`config.mk`:
```
export PLATFORM = sky130hd
export DESIGN_NAME = auto_powerdown_unit
export DESIGN_NICKNAME = d
export VERILOG_FILES = /design/src/pwr_pkg.sv /design/src/activity_if.sv /design/src/activity_detect.sv /design/src/auto_powerdown_unit.sv
export SDC_FILE = /design/constraint.sdc
export NUM_CORES = 1
export LEC_CHECK = 0
export BUFFER_PORTS_ARGS = -buffer_cell sky130_fd_sc_hd__buf_4
export CORE_ASPECT_RATIO = 0.5
export CORE_UTILIZATION = 45
export CTS_CLUSTER_SIZE = 40
export DETAILED_ROUTE_END_ITERATION = 7
export PLACE_DENSITY_LB_ADDON = 0.2
export SLEW_MARGIN = 10
export SYNTH_ARGS = -nofsm -noshare
export SYNTH_HDL_FRONTEND = slang
export SYNTH_SLANG_ARGS = --single-unit
```
`constraint.sdc`:
```
create_clock -name clk -period 3.05 [get_ports clk]
set_input_delay 0.305 -clock clk [delete_from_list [all_inputs] [get_ports clk]]
set_output_delay 0.305 -clock clk [all_outputs]
set_load 0.05 [all_outputs]
```
`src/pwr_pkg.sv`:
```
// constants, field positions and state type of the automatic power-down unit
// Function
// - memory sleeps unless its inputs change
// - enabled unit counts idle after strobe stops
// - fifteen idle aux periods raise powerdown flag
// - idle entry only when unit enabled
// - power-down blocks bus, deselects memories
// - resumed strobe pulses leave power-down
// - chip select low or reset exits
// - toggling logic inputs keep arrays awake
// - chip select high forces memory standby
// - blocking bits cut signals to arrays
// - full speed default on, bit sets off
// - idle counter keeps aux clock always
// - logic arrays stay active in power-down
// - port pins hold, tri-state, undefined
// - array behaviour depends on full speed
// - full speed control at bit three
// - bit one enables automatic power-down
// - mode registers clear at power-up only
// - chip select high disables memories
package pwr_pkg;

    // ****************************************
    // counter and register layout
    // ****************************************
    localparam int IDLE_W = 4;
    localparam logic [3:0] IDLE_LIMIT = 4'hf;
    localparam logic [3:0] IDLE_RESET = 4'h0;
    localparam logic [7:0] REG_RESET = 8'h00;
    localparam int ZERO_AUTO_EN = 1;
    localparam int ZERO_SPEED_OFF = 3;
    localparam int ZERO_CLK_ARRAY = 4;
    localparam int ZERO_CLK_MCELL = 5;
    localparam int TWO_CNTL0 = 2;
    localparam int TWO_STROBE = 5;
    localparam int TWO_DBE = 6;
    localparam logic [7:0] ZERO_MASK = 8'h3a;
    localparam logic [7:0] TWO_MASK = 8'h7c;
    localparam int ADDR_W = 16;
    localparam int DATA_W = 8;
    localparam int CNTL_W = 3;

    // ****************************************
    // state of the top module
    // ****************************************
    typedef struct packed {
        logic [1:0] strobe_sync;
        logic strobe_last;
        logic [1:0] aux_sync;
        logic aux_last;
        logic [1:0] sel_sync;
        logic [1:0] rstpin_sync;
        logic [3:0] idle_count;
        logic powerdown_flag;
        logic [7:0] reg_zero;
        logic [7:0] reg_two;
        logic [15:0] mem_addr;
        logic [7:0] mem_data;
        logic [15:0] la_addr;
        logic [7:0] la_data;
        logic [2:0] la_cntl;
        logic la_strobe;
        logic la_dbe;
        logic la_clk_array;
        logic la_clk_mcell;
    } top_state_t;

endpackage

```
`src/activity_if.sv`:
```
// carrier between a watched input bundle and its change detector
interface activity_if #(parameter int W = 8);
    logic [W-1:0] data;
    logic changed;
    modport src (output data, input changed);
    modport det (input data, output changed);
endinterface

```
`src/activity_detect.sv`:
```
// change detector: one-cycle pulse whenever the watched bundle moves
module activity_detect #(
    parameter int W = 8
) (
    input wire logic clk,
    input wire logic rst,
    activity_if.det act
);
    typedef struct packed {
        logic [W-1:0] last;
        logic changed;
    } act_state_t;

    act_state_t s;
    act_state_t next_s;

    // compare against last sample; reset value zero so first change is seen
    always_comb begin
        next_s = s;
        next_s.last = act.data;
        next_s.changed = (act.data != s.last);
    end

    always_ff @(posedge clk or posedge rst) begin
        if (rst) begin
            s <= '0;
        end else begin
            s <= next_s;
        end
    end

    assign act.changed = s.changed;
endmodule

```
`src/auto_powerdown_unit.sv`:
```
// automatic power-down unit with memory and logic-array power gating
module auto_powerdown_unit (
    input wire logic clk,
    input wire logic rst,
    input wire logic addr_strobe_input,
    input wire logic aux_clock_input,
    input wire logic chip_sel_n,
    input wire logic reset_input,
    input wire logic reg_zero_wr,
    input wire logic reg_two_wr,
    input wire logic [7:0] reg_wdata,
    input wire logic [15:0] mcu_addr,
    input wire logic [7:0] mcu_data,
    input wire logic [2:0] mcu_cntl,
    input wire logic mcu_dbe,
    input wire logic data_port_oe_req,
    input wire logic periph_oe_req,
    output logic [7:0] power_mode_reg_zero,
    output logic [7:0] power_mode_reg_two,
    output logic powerdown_flag,
    output logic [3:0] idle_count,
    output logic [15:0] mem_addr,
    output logic [7:0] mem_data,
    output logic memory_select,
    output logic memory_standby,
    output logic [15:0] la_addr,
    output logic [7:0] la_data,
    output logic [2:0] la_cntl,
    output logic la_strobe,
    output logic la_dbe,
    output logic la_clk_array,
    output logic la_clk_mcell,
    output logic logic_standby,
    output logic full_speed,
    output logic port_hold,
    output logic addr_out_defined,
    output logic data_port_oe,
    output logic periph_oe
);
    // ****************************************
    // state and decoded conditions
    // ****************************************
    pwr_pkg::top_state_t s;
    pwr_pkg::top_state_t next_s;

    logic strobe_edge;
    logic aux_rise;
    logic auto_en;
    logic speed_off;
    logic exit_level;
    logic mem_sel_now;

    activity_if #(.W(24)) mem_act ();
    activity_if #(.W(32)) la_act ();

    // edges seen only on the second sync stage and its delayed copy
    assign strobe_edge = s.strobe_sync[1] ^ s.strobe_last;
    assign aux_rise = s.aux_sync[1] & ~s.aux_last;
    assign auto_en = s.reg_zero[pwr_pkg::ZERO_AUTO_EN];
    assign speed_off = s.reg_zero[pwr_pkg::ZERO_SPEED_OFF];
    assign exit_level = ~s.sel_sync[1] | s.rstpin_sync[1];
    assign mem_sel_now = ~s.powerdown_flag & ~s.sel_sync[1];

    // ****************************************
    // next-state logic
    // ****************************************
    always_comb begin
        next_s = s;
        // two-flop synchronisers for the strobe, aux clock, chip select and reset pins
        next_s.strobe_sync = {s.strobe_sync[0], addr_strobe_input};
        next_s.strobe_last = s.strobe_sync[1];
        next_s.aux_sync = {s.aux_sync[0], aux_clock_input};
        next_s.aux_last = s.aux_sync[1];
        next_s.sel_sync = {s.sel_sync[0], chip_sel_n};
        next_s.rstpin_sync = {s.rstpin_sync[0], reset_input};

        // mode registers only written, never cleared by reset pin
        if (reg_zero_wr) begin
            next_s.reg_zero = reg_wdata & pwr_pkg::ZERO_MASK;
        end
        if (reg_two_wr) begin
            next_s.reg_two = reg_wdata & pwr_pkg::TWO_MASK;
        end

        // no idle entry while the unit is disabled
        if (!auto_en) begin
            next_s.idle_count = pwr_pkg::IDLE_RESET;
            next_s.powerdown_flag = 1'b0;
        // strobe activity exits and restarts count
        end else if (strobe_edge) begin
            next_s.idle_count = pwr_pkg::IDLE_RESET;
            next_s.powerdown_flag = 1'b0;
        // count aux periods, never gated by blocking bits
        end else if (aux_rise && s.idle_count != pwr_pkg::IDLE_LIMIT) begin
            next_s.idle_count = s.idle_count + 4'h1;
            // fifteenth idle period raises the flag
            if (s.idle_count == pwr_pkg::IDLE_LIMIT - 4'h1) begin
                next_s.powerdown_flag = 1'b1;
            end
        end
        // level exit wins over entry; count left saturated so no re-entry
        if (exit_level) begin
            next_s.powerdown_flag = 1'b0;
        end

        // bus frozen toward memories and arrays while powered down
        if (!s.powerdown_flag) begin
            next_s.mem_addr = mcu_addr;
            next_s.mem_data = mcu_data;
            next_s.la_addr = mcu_addr;
            next_s.la_data = mcu_data;
        end

        // blocking bits hold their array input low
        for (int i = 0; i < pwr_pkg::CNTL_W; i++) begin
            next_s.la_cntl[i] = mcu_cntl[i] & ~s.reg_two[pwr_pkg::TWO_CNTL0 + i];
        end
        next_s.la_strobe = s.strobe_sync[1] & ~s.reg_two[pwr_pkg::TWO_STROBE];
        next_s.la_dbe = mcu_dbe & ~s.reg_two[pwr_pkg::TWO_DBE];
        next_s.la_clk_array = s.aux_sync[1] & ~s.reg_zero[pwr_pkg::ZERO_CLK_ARRAY];
        next_s.la_clk_mcell = s.aux_sync[1] & ~s.reg_zero[pwr_pkg::ZERO_CLK_MCELL];
    end

    // power-up reset clears everything, mode registers included
    always_ff @(posedge clk or posedge rst) begin
        if (rst) begin
            s <= '0;
        end else begin
            s <= next_s;
        end
    end

    // ****************************************
    // activity detectors
    // ****************************************
    assign mem_act.data = {s.mem_addr, s.mem_data};
    assign la_act.data = {s.la_addr, s.la_data, s.la_cntl, s.la_strobe,
                          s.la_dbe, s.la_clk_array, s.la_clk_mcell, 1'b0};

    activity_detect #(.W(24)) u_mem_act (
        .clk(clk),
        .rst(rst),
        .act(mem_act)
    );

    activity_detect #(.W(32)) u_la_act (
        .clk(clk),
        .rst(rst),
        .act(la_act)
    );

    // ****************************************
    // outputs
    // ****************************************
    assign power_mode_reg_zero = s.reg_zero;
    assign power_mode_reg_two = s.reg_two;
    assign powerdown_flag = s.powerdown_flag;
    assign idle_count = s.idle_count;
    assign mem_addr = s.mem_addr;
    assign mem_data = s.mem_data;
    assign la_addr = s.la_addr;
    assign la_data = s.la_data;
    assign la_cntl = s.la_cntl;
    assign la_strobe = s.la_strobe;
    assign la_dbe = s.la_dbe;
    assign la_clk_array = s.la_clk_array;
    assign la_clk_mcell = s.la_clk_mcell;
    // memories deselected in power-down or when chip deselected
    assign memory_select = mem_sel_now;
    // wake only for one cycle on a change while selected
    assign memory_standby = ~(mem_act.changed & mem_sel_now);
    assign logic_standby = speed_off & ~la_act.changed;
    // full speed is the inverse of bit three
    assign full_speed = ~speed_off;
    // port pins: hold, undefined address, tri-stated data
    assign port_hold = s.powerdown_flag;
    assign addr_out_defined = ~s.powerdown_flag;
    assign data_port_oe = data_port_oe_req & ~s.powerdown_flag;
    assign periph_oe = periph_oe_req & ~s.powerdown_flag;
endmodule

```
# Word level (Yosys, flattened, before mapping)
# Index checks and enable logic that the tools add are counted.
[totals]
register_bits = 112
elab_cells = 64
[classes]
n_addsub = 1
n_eq_ne = 7
mux = 5
bitwise = 28
n_reduce_logical = 2
[op_table]
columns = ["operator", "count"]
rows = [
  ["$ne 31x31->1", 1],
  ["$ne 24x24->1", 1],
  ["$mux 5", 3],
  ["$and 1x1->1", 13],
  ["$not 1->1", 13],
  ["$ne 4x1->1 const B", 2],
  ["$add 4x1->4 const B", 1],
  ["$eq 4x4->1 const B", 1],
  ["$ne 4x4->1 const B", 1],
  ["$ne 3x1->1 const B", 1],
  ["$mux 1", 2],
  ["$reduce_and 2->1", 1],
  ["$logic_and 1x1->1", 1],
  ["$or 1x1->1", 1],
  ["$xor 1x1->1", 1],
]

# Depth between registers and ports, before layout
[logic_depth]
ltp_word = 7
ltp_mapped = 5

# By module
# Synthesis repeated with hierarchy kept, for this count alone.
[unflattened]
cells_unflattened = 340
area_unflattened_um2 = 4619.4
[modules_own_cells]
columns = ["mod", "instances", "cells_per_inst", "area_each_um2"]
rows = [
  ["auto_powerdown_unit", 1, 205, 2555.0],
  ["activity_detect (u_la_act)", 1, 77, 1176.1],
  ["activity_detect (u_mem_act)", 1, 58, 888.4],
]

# Worst setup path before layout
# Ideal clock, no wire load.
[synth_timing]
path_type = "flip-flop to output port"
start = "register s (netlist bit port_hold)"
end = "output memory_standby"
arrival_time_ns = 2.226
required_time_ns = 2.745
slack_ns = 0.519
path_stages_with_launch = 5
path_cell_list = "dfrtp_1 > buf_2 > buf_2 > nor2_1 > nand2_1"
[synth_via]
elab_chain_cells = 4
[synth_rtl]
columns = ["item", "line_no", "rtl"]
rows = [
  ["start: declaration", "auto_powerdown_unit.sv:43", "pwr_pkg::top_state_t s;"],
  ["start signal: assignment", "auto_powerdown_unit.sv:129", "s <= next_s;"],
  ["$not 1->1", "auto_powerdown_unit.sv:62", "assign mem_sel_now = ~s.powerdown_flag & ~s.sel_sync[1];"],
  ["$and 1x1->1", "auto_powerdown_unit.sv:62", ""],
  ["named net memory_select", "auto_powerdown_unit.sv:24", "output logic memory_select,"],
  ["$and 1x1->1", "auto_powerdown_unit.sv:171", "assign memory_standby = ~(mem_act.changed & mem_sel_now);"],
  ["$not 1->1", "auto_powerdown_unit.sv:171", ""],
  ["end: declaration", "auto_powerdown_unit.sv:25", "output logic memory_standby,"],
]
# The timed path passes the listed nets, and every way through them passes these cells.

# Worst setup path in the final report
[layout_timing]
start = "register s (netlist bit port_hold)"
end = "output data_port_oe"
[layout_via]
elab_chain_cells = 2
[layout_rtl]
columns = ["item", "line_no", "rtl"]
rows = [
  ["$not 1->1", "auto_powerdown_unit.sv:178", "assign data_port_oe = data_port_oe_req & ~s.powerdown_flag;"],
  ["$and 1x1->1", "auto_powerdown_unit.sv:178", ""],
  ["end: declaration", "auto_powerdown_unit.sv:37", "output logic data_port_oe,"],
]
# No other way between the ends.

==> run metrics <==
PostCTS Resize Cnt=0; CP cell instances=buf_4 > nor2b_1 > buf_4; Syn Area/Cell=around 13 um2; Post-Syn Area=3717 um2; FILL cells=645; routed wire length per instance=13.10 um; area growth from synthesis to layout=22.42%; site row count=22; clk root buf=clkbuf_16; number of diodes=0; grt ovf=0; Final ANT Viol Nets=0; RSZ-0062 raised after global routing=no; I/O Pins=130; nets@finish=392; Netlist cell types=23; Final Critical Period=1.994 ns; power density cells=approximately 630 nW/um2; initial antenna violation count=0; Core ar.=7652 um2; Hold-fix buffers, CTS=0; H-tree depth=3; Critical Path End=data_port_oe; clock sink count=88; DR pass1 iterations=2; clk buf depth=2; outcome=finished, final reports clean; Worst Tran Pin Value=~0.66 ns; TritonCTS Buffers=9; Initial Util=48.58%; DR iter-0 viols=43; Setup TNS=0 ns; final core utilization=59.47%; All-Layer GR Usage=14.66%; DR DRC count=0; Die Y=66.27 um; Reg area=2202 um2; largest net degree at the start of global routing=just over 40; Slew Limit Fails=0; crit start category=register; Slew headroom=a little under three fifths; crit path max fanout=16; final setup fails=0; Critical R2R Capture=la_data[7]; multi-input logic area=967.2 um2; most frequent CP cell=buf_4; maxcap violations=0; post-DP HPWL=4.429 mm; sequential cell area fraction in the yosys report=59.24%; CTS tree=yes; Reg clk slew, reported paths=0.06 ns; Min-Delay Path Class=primary input to async pin; number of global-route vias before repair=between 1.5k and 2k; CP Class=register to output port; fmax=~500 MHz; reg2reg path depth=2; most frequent cells in the layout=123 x buf_4, 88 x dfrtp_1, 32 x mux2_2; first-pass GRT wire length=9.266 mm; Max VDD drop=0.0003752 V; final period utilization=65.36%; Post-Synthesis Cells=279; GPL Wtd Cong=0.6926; Max stage delay on crit path=around 0.73 ns; latest clock arrival within the worst-skew pair=0.33 ns; share of layout cells above drive strength 1=50.14%; Worst Skew=0.003056 ns; Critical R2R Launch=port_hold; crit path capture type=output port; Synth Register Bits=88; Worst setup startpoint=port_hold; final wirelength=roughly 6 mm; port bufs=120; commonest non-fill, non-tap cell in the layout=buf_4; die footprint=8651 um2; P_leak=2.107 nW; YS warnings=0; required time of the worst setup path=2.74 ns; die width=~130 um; Fin. Hold Viols=0; flop2flop setup slack=1.47 ns; Worst EP arrival=1.69 ns; Via Count=2,023; vias per std cell=4.427; post-CTS setup buffer count=0; CP max stage cell=dfrtp_1
-- Yosys cell counts --
| cell type | instances | area share [%] |
|---|---|---|
| buf_4 | 72 | 15 |
| dfrtp_1 | 88 | 59 |
| nor4_1 | 1 | 0.17 |
| nand3_2 | 1 | 0.27 |
| nand3b_4 | 1 | 0.54 |
| nand4_1 | 8 | 1.3 |
| conb_1 | 1 | 0.10 |
| nor2b_1 | 9 | 1.5 |
| mux2_2 | 32 | 9.7 |
| xor2_1 | 4 | 0.94 |
| nand4b_1 | 1 | 0.24 |
| nand3_1 | 3 | 0.40 |
| nor2_1 | 7 | 0.71 |
| xnor2_1 | 30 | 7.1 |
| ha_1 | 2 | 0.67 |
| o21ai_0 | 3 | 0.40 |
| or2_2 | 1 | 0.17 |
| a21oi_1 | 2 | 0.27 |
| inv_1 | 4 | 0.40 |
| nand2_1 | 4 | 0.40 |
| or3_1 | 1 | 0.17 |
| buf_2 | 3 | 0.40 |
| and4bb_2 | 1 | 0.34 |
-- sequential cells by signal (all words and copies together) (netlist names) --
signal                 count
la_clk_array               1
la_dbe                     1
power_mode_reg_two         5
s                          4
u_mem_act.act.changed      1
la_cntl                    3
u_la_act.act.changed       1
la_data                    8
u_la_act.s                 8
port_hold                  1
la_clk_mcell               1
la_addr                   16
power_mode_reg_zero        4
u_mem_act.s               23
next_s                     6
la_strobe                  1
idle_count                 4
-- metrics by stage --
step                      worst slack (ns)  cells  hold WS (ns)  instance area (um2)  power (mW)
after floorplan                     0.4664    285        0.3312                 3740       1.698
after global placement               1.427    441        0.3323                 4244       1.778
after detailed placement             1.356    441        0.3347                 4244       1.787
after CTS                           0.9987    457       0.06816                 4551       2.897
after global routing                0.9213    457       0.06040                 4551       2.982
final                                1.056    457       0.05767                 4551       2.853
-- worst min-delay path by stage --
| stage | to | slack [ns] |
|---|---|---|
| after floorplan | next_s[80] | 0.33 |
| after global placement | next_s[80] | 0.33 |
| after detailed placement | next_s[83] | 0.33 |
| after CTS | idle_count[0] | 0.07 |
| after global routing | next_s[85] | 0.06 |
| final | idle_count[0] | 0.06 |
-- cell families after synthesis --
kind of cell / synth area share (%)
DFF: 59.24
buffers and inverters: 15.35
and+or+nand+nor: 6.261
xor gates and xnor gates: 8.011
muxes: 9.694
AOI/OAI and AO/OA: 0.6731
adders and majority gates: 0.6731
other: 0.1009
-- metal layers --
layer / track usage [%] / routed length, um / part of all wire (%) / up-vias
met5: 0 / 0 / 0 / -
met4: 4.741 / 64 / 1.1 / 0
met3: 6.149 / 433 / 7.2 / 7
met2: 23.61 / 2869 / 48 / 76
met1: 17.91 / 2621 / 44 / 972
li1: - / - / - / 968
-- final cells by class --
cell class / count / share of cell area [%]
repair buffers: 123 / 20.29
flip-flops and latches: 88 / 48.39
multi-input cells: 118 / 21.25
clock buffers: 11 / 5.334
well taps: 108 / 2.969
inverters: 4 / 0.3574
clock inverters: 5 / 1.402
-- power breakdown --
group	internal, mW	switching (mW)
Combinational	0.166	0.303
Clock	0.664	0.430
Sequential	1.23	0.0557
Total	2.06	0.789
-- critical path, delay by kind of cell (launching register included) --
kind                   cells  cell delay (ns)
buffers and inverters      2             0.54
AND/OR/NAND/NOR            1             0.08
flip-flops                 1             0.73
No activity file was read; power rests on OpenSTA's default activity.
